`src/rtl/fsac_pkg.sv`:
```
// Shared constants, register map and core event carrier for fault capture.
package fsac_pkg;

  localparam int ADDR_W = 12;
  localparam int DATA_W = 32;

  localparam logic [11:0] OFS_HARD_FAULT_STATUS = 12'hD2C;
  localparam logic [11:0] OFS_MEMORY_FAULT_ADDR = 12'hD34;
  localparam logic [11:0] OFS_BUS_ERROR_ADDR    = 12'hD38;
  localparam logic [11:0] OFS_EVENT_STATUS      = 12'hD40;
  localparam logic [11:0] OFS_EVENT_MASK        = 12'hD44;
  localparam logic [11:0] OFS_ADDR_VALID        = 12'hD48;

  localparam int BIT_FORCED  = 30;
  localparam int BIT_VECTOR  = 1;
  localparam int BIT_MEM_VAL = 0;
  localparam int BIT_BUS_VAL = 1;

  localparam int EV_FORCED = 0;
  localparam int EV_VECTOR = 1;
  localparam int EV_MEM    = 2;
  localparam int EV_BUS    = 3;
  localparam int EV_W      = 4;

  localparam logic [31:0] RST_WORD = 32'h0000_0000;
  localparam logic [3:0]  RST_EV   = 4'h0;

  typedef struct packed {
    logic        esc_fault;
    logic        esc_can_take;
    logic        vec_err;
    logic        mem_fault;
    logic [31:0] mem_addr;
    logic        bus_fault;
    logic [31:0] bus_req_addr;
    logic [31:0] preempt_pc;
  } fsac_core_evt_t;

endpackage : fsac_pkg

```
`src/rtl/fsac_top.sv`:
```
// Fault status and fault address capture with register port and interrupt.
`timescale 1ns/10ps
module fsac_top
  import fsac_pkg::*;
(
  input  wire logic              sys_clk,      // Core clock, 200 MHz.
  input  wire logic              reset_n,      // Sync reset, active low.
  input  wire logic [ADDR_W-1:0] reg_addr,     // Register byte offset.
  input  wire logic [DATA_W-1:0] reg_wdata,    // Write data.
  input  wire logic              reg_we,       // Write strobe.
  input  wire logic              reg_re,       // Read strobe.
  input  wire logic              reg_priv,     // Access is privileged.
  input  wire fsac_core_evt_t    core_evt,     // Fault events from core.
  output logic [DATA_W-1:0]      reg_rdata_q,  // Read data, next cycle.
  output logic                   reg_err_q,    // Refused access pulse.
  output logic                   hf_take_q,    // Enter hard fault pulse.
  output logic [31:0]            ret_pc_q,     // Return address to stack.
  output logic                   irq_q         // Level interrupt.
);

  function automatic logic hit(input logic [ADDR_W-1:0] a,
                               input logic [11:0] ofs);
    hit = (a[ADDR_W-1:2] == ofs[ADDR_W-1:2]);
  endfunction : hit

  function automatic logic is_priv_reg(input logic [ADDR_W-1:0] a);
    is_priv_reg = hit(a, OFS_MEMORY_FAULT_ADDR) ||
                  hit(a, OFS_BUS_ERROR_ADDR);
  endfunction : is_priv_reg

  logic        acc_ok;
  logic        wr;
  logic        wr_hfs;
  logic        wr_mfa;
  logic        wr_bea;
  logic        wr_evs;
  logic        wr_msk;
  logic        wr_val;
  logic        esc_evt;
  logic        forced_q;
  logic        vect_q;
  logic [EV_W-1:0] ev_status_q;
  logic [EV_W-1:0] ev_mask_q;
  logic [EV_W-1:0] ev_set;
  logic [31:0] mem_addr_q;
  logic [31:0] bus_addr_q;
  logic        mem_valid_q;
  logic        bus_valid_q;
  logic [31:0] rd_word;

  // Unprivileged software may not touch the address registers.
  assign acc_ok = reg_priv || !is_priv_reg(reg_addr);
  assign wr     = reg_we && acc_ok;
  assign wr_hfs = wr && hit(reg_addr, OFS_HARD_FAULT_STATUS);
  assign wr_mfa = wr && hit(reg_addr, OFS_MEMORY_FAULT_ADDR);
  assign wr_bea = wr && hit(reg_addr, OFS_BUS_ERROR_ADDR);
  assign wr_evs = wr && hit(reg_addr, OFS_EVENT_STATUS);
  assign wr_msk = wr && hit(reg_addr, OFS_EVENT_MASK);
  assign wr_val = wr && hit(reg_addr, OFS_ADDR_VALID);

  // A configurable fault that cannot be taken escalates.
  assign esc_evt = core_evt.esc_fault && !core_evt.esc_can_take;

  // Set wins over a simultaneous write-one-to-clear.
  always_ff @(posedge sys_clk) begin
    if (!reset_n) begin
      forced_q <= 1'b0;
    end else begin
      forced_q <= (forced_q && !(wr_hfs && reg_wdata[BIT_FORCED]))
                  || esc_evt;
    end
  end

  always_ff @(posedge sys_clk) begin
    if (!reset_n) begin
      vect_q <= 1'b0;
    end else begin
      vect_q <= (vect_q && !(wr_hfs && reg_wdata[BIT_VECTOR]))
                || core_evt.vec_err;
    end
  end

  // Vector fetch errors bypass every configurable handler.
  always_ff @(posedge sys_clk) begin
    if (!reset_n) begin
      hf_take_q <= 1'b0;
    end else begin
      hf_take_q <= core_evt.vec_err || esc_evt;
    end
  end

  // The failed entry never started its handler, so the preempted
  // instruction is where execution resumes.
  always_ff @(posedge sys_clk) begin
    if (!reset_n) begin
      ret_pc_q <= RST_WORD;
    end else if (core_evt.vec_err) begin
      ret_pc_q <= core_evt.preempt_pc;
    end
  end

  // The core reports the address of the aligned piece that failed, which
  // lies anywhere in the requested span; it is kept as given.
  fsac_addr_capture u_mem_cap (
    .sys_clk    (sys_clk),
    .reset_n    (reset_n),
    .fault      (core_evt.mem_fault),
    .fault_addr (core_evt.mem_addr),
    .sw_we      (wr_mfa),
    .sw_wdata   (reg_wdata),
    .valid_clr  (wr_val && reg_wdata[BIT_MEM_VAL]),
    .addr_q     (mem_addr_q),
    .valid_q    (mem_valid_q)
  );

  // Bus faults keep the instruction's requested address.
  fsac_addr_capture u_bus_cap (
    .sys_clk    (sys_clk),
    .reset_n    (reset_n),
    .fault      (core_evt.bus_fault),
    .fault_addr (core_evt.bus_req_addr),
    .sw_we      (wr_bea),
    .sw_wdata   (reg_wdata),
    .valid_clr  (wr_val && reg_wdata[BIT_BUS_VAL]),
    .addr_q     (bus_addr_q),
    .valid_q    (bus_valid_q)
  );

  assign ev_set[EV_FORCED] = esc_evt;
  assign ev_set[EV_VECTOR] = core_evt.vec_err;
  assign ev_set[EV_MEM]    = core_evt.mem_fault;
  assign ev_set[EV_BUS]    = core_evt.bus_fault;

  always_ff @(posedge sys_clk) begin
    if (!reset_n) begin
      ev_status_q <= RST_EV;
    end else begin
      ev_status_q <= (ev_status_q & ~(wr_evs ? reg_wdata[EV_W-1:0] : RST_EV))
                     | ev_set;
    end
  end

  always_ff @(posedge sys_clk) begin
    if (!reset_n) begin
      ev_mask_q <= RST_EV;
    end else if (wr_msk) begin
      ev_mask_q <= reg_wdata[EV_W-1:0];
    end
  end

  // Registered, so the line rises one cycle after the status bit.
  always_ff @(posedge sys_clk) begin
    if (!reset_n) begin
      irq_q <= 1'b0;
    end else begin
      irq_q <= |(ev_status_q & ev_mask_q);
    end
  end

  always_comb begin
    rd_word = RST_WORD;
    if (hit(reg_addr, OFS_HARD_FAULT_STATUS)) begin
      rd_word[BIT_FORCED] = forced_q;
      rd_word[BIT_VECTOR] = vect_q;
    end else if (hit(reg_addr, OFS_MEMORY_FAULT_ADDR)) begin
      rd_word = mem_addr_q;
    end else if (hit(reg_addr, OFS_BUS_ERROR_ADDR)) begin
      rd_word = bus_addr_q;
    end else if (hit(reg_addr, OFS_EVENT_STATUS)) begin
      rd_word[EV_W-1:0] = ev_status_q;
    end else if (hit(reg_addr, OFS_EVENT_MASK)) begin
      rd_word[EV_W-1:0] = ev_mask_q;
    end else if (hit(reg_addr, OFS_ADDR_VALID)) begin
      rd_word[BIT_MEM_VAL] = mem_valid_q;
      rd_word[BIT_BUS_VAL] = bus_valid_q;
    end
  end

  // A refused read returns zero so no address leaks to user code.
  always_ff @(posedge sys_clk) begin
    if (!reset_n) begin
      reg_rdata_q <= RST_WORD;
    end else if (reg_re && acc_ok) begin
      reg_rdata_q <= rd_word;
    end else begin
      reg_rdata_q <= RST_WORD;
    end
  end

  always_ff @(posedge sys_clk) begin
    if (!reset_n) begin
      reg_err_q <= 1'b0;
    end else begin
      reg_err_q <= (reg_re || reg_we) && !acc_ok;
    end
  end
endmodule : fsac_top

```
`src/rtl/fsac_addr_capture.sv`:
```
// One fault address register with its address-valid flag.
`timescale 1ns/10ps
module fsac_addr_capture
  import fsac_pkg::*;
(
  input  wire logic        sys_clk,   // Core clock.
  input  wire logic        reset_n,   // Synchronous reset, active low.
  input  wire logic        fault,     // Fault event pulse.
  input  wire logic [31:0] fault_addr,// Address chosen by the caller.
  input  wire logic        sw_we,     // Privileged write to the address.
  input  wire logic [31:0] sw_wdata,  // Write data.
  input  wire logic        valid_clr, // Write-one-to-clear of valid flag.
  output logic      [31:0] addr_q,    // Captured address.
  output logic             valid_q    // Address holds a fault address.
);

  // The first fault is kept until software clears the flag or writes the address,
  // so a burst of follow-on faults cannot hide the original cause.
  always_ff @(posedge sys_clk) begin
    if (!reset_n) begin
      addr_q <= RST_WORD;
    end else if (fault && !valid_q) begin
      addr_q <= fault_addr;
    end else if (sw_we) begin
      addr_q <= sw_wdata;
    end
  end

  always_ff @(posedge sys_clk) begin
    if (!reset_n) begin
      valid_q <= 1'b0;
    end else begin
      valid_q <= (valid_q && !valid_clr) || fault;
    end
  end

endmodule : fsac_addr_capture

```
`config.mk`:
```
export PLATFORM = sky130hd
export DESIGN_NAME = fsac_top
export DESIGN_NICKNAME = d
export VERILOG_FILES = /design/src/rtl/fsac_pkg.sv /design/src/rtl/fsac_top.sv /design/src/rtl/fsac_addr_capture.sv
export SDC_FILE = /design/constraint.sdc
export NUM_CORES = 1
export LEC_CHECK = 0
export ABC_AREA = 1
export CAP_MARGIN = 20
export CORE_UTILIZATION = 39
export DETAILED_ROUTE_END_ITERATION = 8
export DONT_BUFFER_PORTS = 1
export GPL_ROUTABILITY_DRIVEN = 0
export PLACE_DENSITY_LB_ADDON = 0.05
export REMOVE_ABC_BUFFERS = 1
export SYNTH_ARGS = -nofsm -noshare
export SYNTH_HDL_FRONTEND = slang
export SYNTH_HIERARCHICAL = 1
export SYNTH_SLANG_ARGS = --single-unit
```
`constraint.sdc`:
```
create_clock -name sys_clk -period 1.8 [get_ports sys_clk]
set_clock_uncertainty 0.05 [all_clocks]
set_input_delay 0.18 -clock sys_clk [delete_from_list [all_inputs] [get_ports sys_clk]]
set_output_delay 0.18 -clock sys_clk [all_outputs]
set_load 0.01 [all_outputs]
```
**Word-level counts from Yosys, hierarchy flattened**

Index checks and enable logic that the tools add are counted.

- Word-level logic and storage cells: 82
- Flip-flop bits (word level): 143

- Multiplexer cells: 14
- Equal/unequal tests: 6
- Bitwise operators: 6
- Reduce and logical (&&, ||, !) cells: 42

Operator list:

| cell | number |
|---|---|
| $mux W32 | 5 |
| $eq A10 B10 Y1 const B | 6 |
| $mux W28 | 1 |
| $logic_and A1 B1 Y1 | 20 |
| $mux W4 | 3 |
| $logic_not A1 Y1 | 9 |
| $and A4 B4 Y4 | 2 |
| $logic_or A1 B1 Y1 | 8 |
| $mux W2 | 3 |
| $not A4 Y4 | 1 |
| $or A4 B4 Y4 | 1 |
| $reduce_bool A2 Y1 | 2 |
| $reduce_or A4 Y1 | 1 |
| $reduce_or A3 Y1 | 1 |
| $mux W1 | 2 |
| $not A1 Y1 | 2 |
| $reduce_and A2 Y1 | 1 |

**Logic depth before layout (Yosys ltp)**

Gate-level depths: netlist (run 1).

- Depth after elaboration: 10
- Mapped depth: 16
- Depth with buffers taken out: 13

**Hierarchy**

The synthesis (run 1) kept the hierarchy.

By module, submodules not included:

| module | instances | cells an instance | area each (sq um) | seq. area each (sq um) |
|---|---|---|---|---|
| fsac_addr_capture | 2 | 287 | 1823.0 | 660.6 |
| fsac_top | 1 | 431 | 3198.1 | 1541.5 |

**Least setup slack after synthesis (run 1)**

OpenSTA, ideal clock, no wires.

- Path type: input -> register
- Start: input reg_addr[10]
- End: register u_mem_cap.addr_q[10]
- Stages on the path: 16
- Setup time: 0.132 ns
- Required time: 1.618 ns
- Arrival: 1.503 ns
- Slack: 0.114 ns
- Cells stage by stage: nand2_1 > inv_2 > nand2_2 > nor2_8 > o211ai_4 > buf_6 > nand2_2 > inv_2 > nand2_1 > inv_1 > buf_4 > buf_2 > nand2_1 > nand2_1 > nand2_1 > a21oi_1

- Word-level cells in the longest chain between the ends: 7

RTL lines:

| what | RTL line | RTL |
|---|---|---|
| start, declared | fsac_top.sv:8 | `input wire logic [ADDR_W-1:0] reg_addr,` |
| $eq A10 B10 Y1 | fsac_top.sv:23 | `hit = (a[ADDR_W-1:2] == ofs[ADDR_W-1:2]);` |
| $logic_or A1 B1 Y1 | fsac_top.sv:27 | `is_priv_reg = hit(a, OFS_MEMORY_FAULT_ADDR) \|\|` |
| $logic_not A1 Y1 | fsac_top.sv:52 | `assign acc_ok = reg_priv \|\| !is_priv_reg(reg_addr);` |
| $logic_or A1 B1 Y1 | fsac_top.sv:52 |  |
| $logic_and A1 B1 Y1 | fsac_top.sv:53 | `assign wr = reg_we && acc_ok;` |
| $logic_and A1 B1 Y1 (*) | fsac_top.sv:55 | `assign wr_mfa = wr && hit(reg_addr, OFS_MEMORY_FAULT_ADDR);` |
| named net wr_mfa | fsac_top.sv:34 | `logic wr_mfa;` |
| $reduce_bool A2 Y1 (no line) (*) | -- |  |
| end signal, assigned | fsac_addr_capture.sv:23 | `addr_q <= fault_addr;` |
| end signal, assigned | fsac_addr_capture.sv:25 | `addr_q <= sw_wdata;` |
| end, declared | fsac_addr_capture.sv:13 | `output logic [31:0] addr_q,` |

The timed path passes the listed nets; every way through them passes the cells marked *.
A chain may end at the register's enable or synchronous reset.

==> results of run 1 <==
## flip-flops by register name, summed over array words and instances (netlist names)
name / flops
reg_rdata_q: 32
ret_pc_q: 32
u_bus_cap/addr_q: 32
u_mem_cap/addr_q: 32
ev_mask_q: 4
ev_status_q: 4
forced_q: 1
hf_take_q: 1
irq_q: 1
reg_err_q: 1
u_bus_cap/valid_q: 1
u_mem_cap/valid_q: 1
vect_q: 1
## worst min-delay path by stage
stage / startpoint / endpoint / slack (ns) / depth (start not counted)
3_5_place_dp: reset_n / ev_mask_q[1] / 0.26 / 2
5_1_grt: core_evt[41] / u_bus_cap/addr_q[9] / 0.01 / 4
6_report: core_evt[48] / u_bus_cap/addr_q[16] / 0.006 / 4
4_1_cts: core_evt[48] / u_bus_cap/addr_q[16] / 0.0006 / 4
3_3_place_gp: reset_n / ev_mask_q[1] / 0.26 / 2
2_1_floorplan: reset_n / ev_mask_q[2] / 0.25 / 2
## routing by layer
metal | global-route usage [%] | up-vias | wire [um]
met5 | 0 | - | 0
met3 | 5.29 | 15 | 1310
li1 | - | 3504 | -
met2 | 46.6 | 231 | 11500
met1 | 32.9 | 3233 | 10500
met4 | 6.99 | 0 | 206
## metrics by stage
stage	utilization [%]	setup slack [ns]	TNS, ns	hold WS [ns]	cell area (um2)
2_1_floorplan	-	-1.06	-56.21	0.250	6410
3_3_place_gp	40.3	0.0870	0	0.262	6950
3_5_place_dp	40.3	0.0620	0	0.259	6950
4_1_cts	53.8	0.136	0	0.000612	9270
5_1_grt	53.8	0.00758	0	0.0148	9280
6_report	53.8	0.0291	0	0.00640	9280
## cell type report
cell class / instances / area, um2 / area share (%)
Multi-Input combinational cell: 684 / 3150 / 34.0
Sequential cell: 143 / 2860 / 30.9
Timing Repair Buffer: 192 / 1970 / 21.2
Clock buffer: 21 / 480 / 5.18
Inverter: 108 / 405 / 4.37
Tap cell: 225 / 282 / 3.04
Clock inverter: 11 / 129 / 1.39
## critical path, cell delays in order
cell and delay (ns):
dlygate4sd3_1 0.55, nor2_2 0.12, dlygate4sd3_1 0.57, nor2_1 0.05, dlygate4sd3_1 0.56
## cell usage in the layout (no fill, tap or decap), drive strengths merged, types with 2 or more instances in the layout
| cell type | netlist | routed |
|---|---|---|
| clkinv | 1 | 5 |
| o21ai | 34 | 34 |
| nand3 | 168 | 168 |
| nor3 | 5 | 5 |
| clkbuf | 13 | 21 |
| nor2 | 90 | 90 |
| dlygate4sd3 | 0 | 165 |
| buf | 57 | 27 |
| nand4 | 10 | 10 |
| dfxtp | 143 | 143 |
| o211ai | 2 | 2 |
| inv | 107 | 110 |
| bufinv | 0 | 2 |
| a21oi | 105 | 105 |
| clkinvlp | 0 | 2 |
| nand2 | 264 | 264 |
## repair_timing
| item | CTS | global route |
|---|---|---|
| gates resized for setup | 0 | 1 |
| endpoints found under the hold margin | 112 | 0 |
| hold buffers | 168 | 0 |
| endpoints found under the setup margin | 0 | 1 |
## kinds of logic after synthesis
kind of cell	after synthesis
compound gates	147
buf+inv	178
flops	143
simple gates	537
## power by group
part | switching (mW) | total, mW | internal (mW)
Combinational | 0.532 | 1.00 | 0.473
Clock | 1.45 | 3.65 | 2.20
Sequential | 0.120 | 3.46 | 3.34
Total | 2.10 | 8.11 | 6.01
==> flow_metrics.tcl, run 1 <==
set metrics [dict create \
    synth_compound_area_share_pct 11.2 \
    hold_viol 0 \
    slew_headroom_pct 69.5 \
    ys_seq_area_share_pct 41.8 \
    p_total_mw 8.11 \
    tightest_slew_ns 0.457 \
    fp.coreArea_mm2 0.0172 \
    initial_utilization_pct 39.7 \
    num-nets-final 1296 \
    grtUsageTotal_pct 26.5 \
    synth_edf_count 0 \
    p_leak_nw 4.14 \
    cp-startpoint "core_evt[20]" \
    viasPerCell 5.05 \
    chipHeight_um 134 \
    r2r_end "u_mem_cap/addr_q[25]" \
    yosys.area.top_type "dfxtp_1" \
    vias 6983 \
    clk_path_buf_depth 2 \
    syn2layout_area_growth_pct 35.5 \
    synth_top_family_by_area "simple AND/OR/NAND/NOR gates" \
    grt_max_degree 65 \
    design.portCount 217 \
    synth_xor_area_share_pct 0 \
    critPathKind "in2reg" \
    start_kind "primary input" \
    drc_errors 0 \
    muxShareOfSynthArea_pct 0 \
    worst-r2r-setup-slack_ns 0.34 \
    root_buffer "clkbuf_16" \
    synth_area_leaders "dfxtp_1 (42%), nand2_1 (14%), nand3_1 (12%)" \
    netlist.area_leader.share_pct 41.8 \
    rsz0062_at_grt "false" \
    finalMaxSlewViolations 0 \
    reg2reg_depth 5 \
    num_antenna_cells 0 \
    io_buffers 0 \
    ant_nets 0 \
    grt_antenna_before_repair 0 \
    yosysMostFrequentCell "nand2_1" \
    synthArstFlopShare_pct 0 \
    fill_cells 1594 \
    grt_pass1_wl_um 36900 \
    status "finished, final reports clean" \
    ys_warn_count 6 \
    cts_tree "yes" \
    powerDensity_mw_per_mm2 875 \
    dieArea_mm2 0.0181 \
    drt-total-wl_um 23500 \
    cts_buffers 17 \
    cp_max_fo 1 \
    final_cells 1384 \
    cp.required_ns 2.07 \
    die_width_um 134 \
    cts_max_level 4 \
    drive_gt1_share_pct 7.77 \
    fmax_mhz 565 \
    grt_pass1_vias 6982 \
    std_cell_rows 48 \
    yosys.area_share.simple_pct 34.6 \
    path_clk_slew_ns 0.06 \
    cp-end-kind "register" \
    avgRoutedWirePerCell_um 17.0 \
    layout_min_cycle_time_ns 1.77 \
    setup_viol 0 \
    syn_avg_cell_area_um2 6.81 \
    ys_ff_latch 143 \
    yosys.area_share.adder_pct 0 \
    synth_flop_cell "dfxtp_1" \
    synthCells 1005 \
    cp.arrival_ns 2.04 \
    dp.cells 1184 \
    ir_drop_uv 613 \
    clk_latency_ns 0.43 \
    drt_pass1_iterations 5 \
    dp.final_hpwl_um 13300 \
    post_cts_buffers 0 \
    cts_sinks 143 \
    grt_overflow_total 0 \
    drv_cap 0 \
    netlist_area_mm2 0.00684 \
    drt_iter0_drc 501 \
    r2r_start "u_mem_cap/valid_q" \
    synthTopCellsByCount "nand2_1 (257), nand3_1 (167), dfxtp_1 (143), a21oi_1 (105), inv_1 (95)" \
    ys_types 32 \
    crit_end "ret_pc_q[20]" \
    finalCritPeriodShare_pct 98.4 \
    min_path_type "in2reg" \
]
Power figures use the tool's default switching activity.
==> run 2: changes to the inputs <==
CORE_MARGIN = 3   (was unset)
HOLD_SLACK_MARGIN = 0.03   (was unset)
==> flow_metrics.tcl, run 2 (synthesized netlist as in run 1, its figures left out) <==
set metrics [dict create \
    status "finished, final reports clean" \
    globalRouteMet2Util_pct 39.4 \
    syn2layout_area_growth_pct 37.2 \
    r2r_start "u_mem_cap/valid_q" \
    chipHeight_um 138 \
    clk_path_buf_depth 2 \
    grt_antenna_before_repair 0 \
    ir_drop_uv 674 \
    max_stage_delay_ns 0.56 \
    cts_max_level 4 \
    pwr-share-comb_pct 13.1 \
    p_leak_nw 4.18 \
    fmax_mhz 578 \
    cp_slowest_cell "dlygate4sd3_1" \
    crit_end "u_mem_cap/addr_q[15]" \
    initial_utilization_pct 40.6 \
    cts_tree "yes" \
    reg2reg_depth 6 \
    path_clk_slew_ns 0.06 \
    cp-end-kind "register" \
    met3_usage_pct 5.42 \
    worst-r2r-setup-slack_ns 0.07 \
    layout_min_cycle_time_ns 1.73 \
    setup_tns_ns 0 \
    netSwitchingFraction_pct 28.4 \
    drc_errors 0 \
    design.portCount 217 \
    start_kind "register" \
    hold_viol 0 \
    dp.final_hpwl_um 13700 \
    avgRoutedWirePerCell_um 17.1 \
    ant_nets 0 \
    die_width_um 138 \
    num_antenna_cells 0 \
    setup_viol 0 \
    drt_iter0_drc 434 \
    cp-startpoint "u_mem_cap/valid_q" \
    finalCritPeriodShare_pct 96.0 \
    io_buffers 0 \
    viasPerCell 5.07 \
    dieArea_mm2 0.0192 \
    drv_cap 0 \
    grt_max_degree 65 \
    rsz0062_at_grt "true" \
    cp.arrival_ns 1.97 \
    intPower_mw 5.68 \
    critPathTopFamily "buffers and inverters" \
    fp.coreArea_mm2 0.0169 \
    clk_latency_ns 0.42 \
    critPathKind "reg2reg" \
    slew_headroom_pct 68.9 \
    fin_ws_ns 0.0714 \
    drt_pass1_iterations 5 \
    grtUsageTotal_pct 24.0 \
    place_ws_ns 0.111 \
    powerDensity_mw_per_mm2 844 \
    cts_buffers 17 \
    busiest_layer "met2" \
    num-nets-final 1307 \
    switchingPower_mw 2.25 \
    grt_pass1_wl_um 37500 \
    cp.depth 6 \
    final_common_cell "nand2_1" \
    grt_pass1_vias 6986 \
    min_path_type "in2reg" \
    root_buffer "clkbuf_16" \
    worst-path-buf-inv 3 \
    clockPowerShare_pct 43.3 \
    std_cell_rows 47 \
    path_cells "inv_2 > buf_6 > nand3_1 > nand2_1 > dlygate4sd3_1 > a21oi_1" \
    drive_gt1_share_pct 8.38 \
    finalMaxSlewViolations 0 \
    grt_overflow_total 0 \
    seqPwrFrac_pct 43.6 \
    cp.required_ns 2.05 \
    vias 7045 \
    layout_common_cells "nand2_1 (256), dlygate4sd3_1 (170), nand3_1 (167)" \
    tightest_slew_ns 0.467 \
    cts_sinks 143 \
    r2r_end "u_mem_cap/addr_q[15]" \
    cp_max_fo 19 \
    drt-total-wl_um 23800 \
    grtUsageMet1_pct 32.3 \
]
run 2: changes by cell type in the layout (fill, tap and decap cells not counted), sizes merged:
cell / delta
bufinv: -2
buf: +4
inv: +6
clkbuf: -3
nand2: +1
dlygate4sd3: +5
run 2: worst min-delay path: stages:
cell	delay, ns
inv_1	0.06
nor2_1	0.05
nor2_1	0.09
nor2_1	0.04
nor2_1	0.07
run 2: how the worst min path moves through the flow:
stage                 startpoint                 to  slack (ns)  cells past startpoint
finish              reg_wdata[0]  u_mem_cap/valid_q        0.06                      5
global route        core_evt[97]     ev_status_q[2]        0.05                      3
detailed placement       reset_n       ev_mask_q[0]        0.26                      2
CTS                 reg_wdata[0]  u_mem_cap/valid_q        0.04                      5
global placement         reset_n       ev_mask_q[3]        0.26                      2
floorplan                reset_n       ev_mask_q[2]        0.25                      2
run 2: layer usage:
metal / part of all wire [%] / wire (um)
met1: 46 / 11000
met2: 47 / 11200
met3: 5.5 / 1310
met4: 0.89 / 212
met5: 0 / 0
run 2: power by group through the flow:
stage | clock network [mW] | registers, mW | logic (mW)
3_5_place_dp | 0 | 3.53 | 0.616
2_1_floorplan | 0 | 3.50 | 0.441
5_1_grt | 3.65 | 3.48 | 1.14
4_1_cts | 3.51 | 3.46 | 1.01
3_3_place_gp | 0 | 3.53 | 0.611
6_report | 3.43 | 3.46 | 1.04
run 2: repair_timing:
item / CTS / global route
buffers inserted: 0 / 1
gates resized for setup: 0 / 12
hold buffers: 173 / 0
hold endpoints to repair: 113 / 0
endpoints found under the setup margin: 0 / 17
run 2: cell type report:
type,count,area (um2)
well taps,220,275
clock buffers,17,425
repair buffers,202,2090
fillers,1649,7490
clock inverters,15,146
flip-flops and latches,143,2860
multi-input cells,685,3180
inverters,108,408
run 2: stage by stage:
| stage | utilization, % | power [mW] | hold slack [ns] | instances | instance area, um2 |
|---|---|---|---|---|---|
| final | 55.6 | 7.93 | 0.0575 | 1390 | 9390 |
| after global routing | 55.6 | 8.27 | 0.0537 | 1390 | 9390 |
| after CTS | 55.1 | 7.98 | 0.0366 | 1387 | 9300 |
| after detailed placement | 41.3 | 4.15 | 0.264 | 1182 | 6970 |
| after global placement | 41.3 | 4.14 | 0.263 | 1182 | 6970 |
| after floorplan | - | 3.94 | 0.250 | 935 | 6410 |
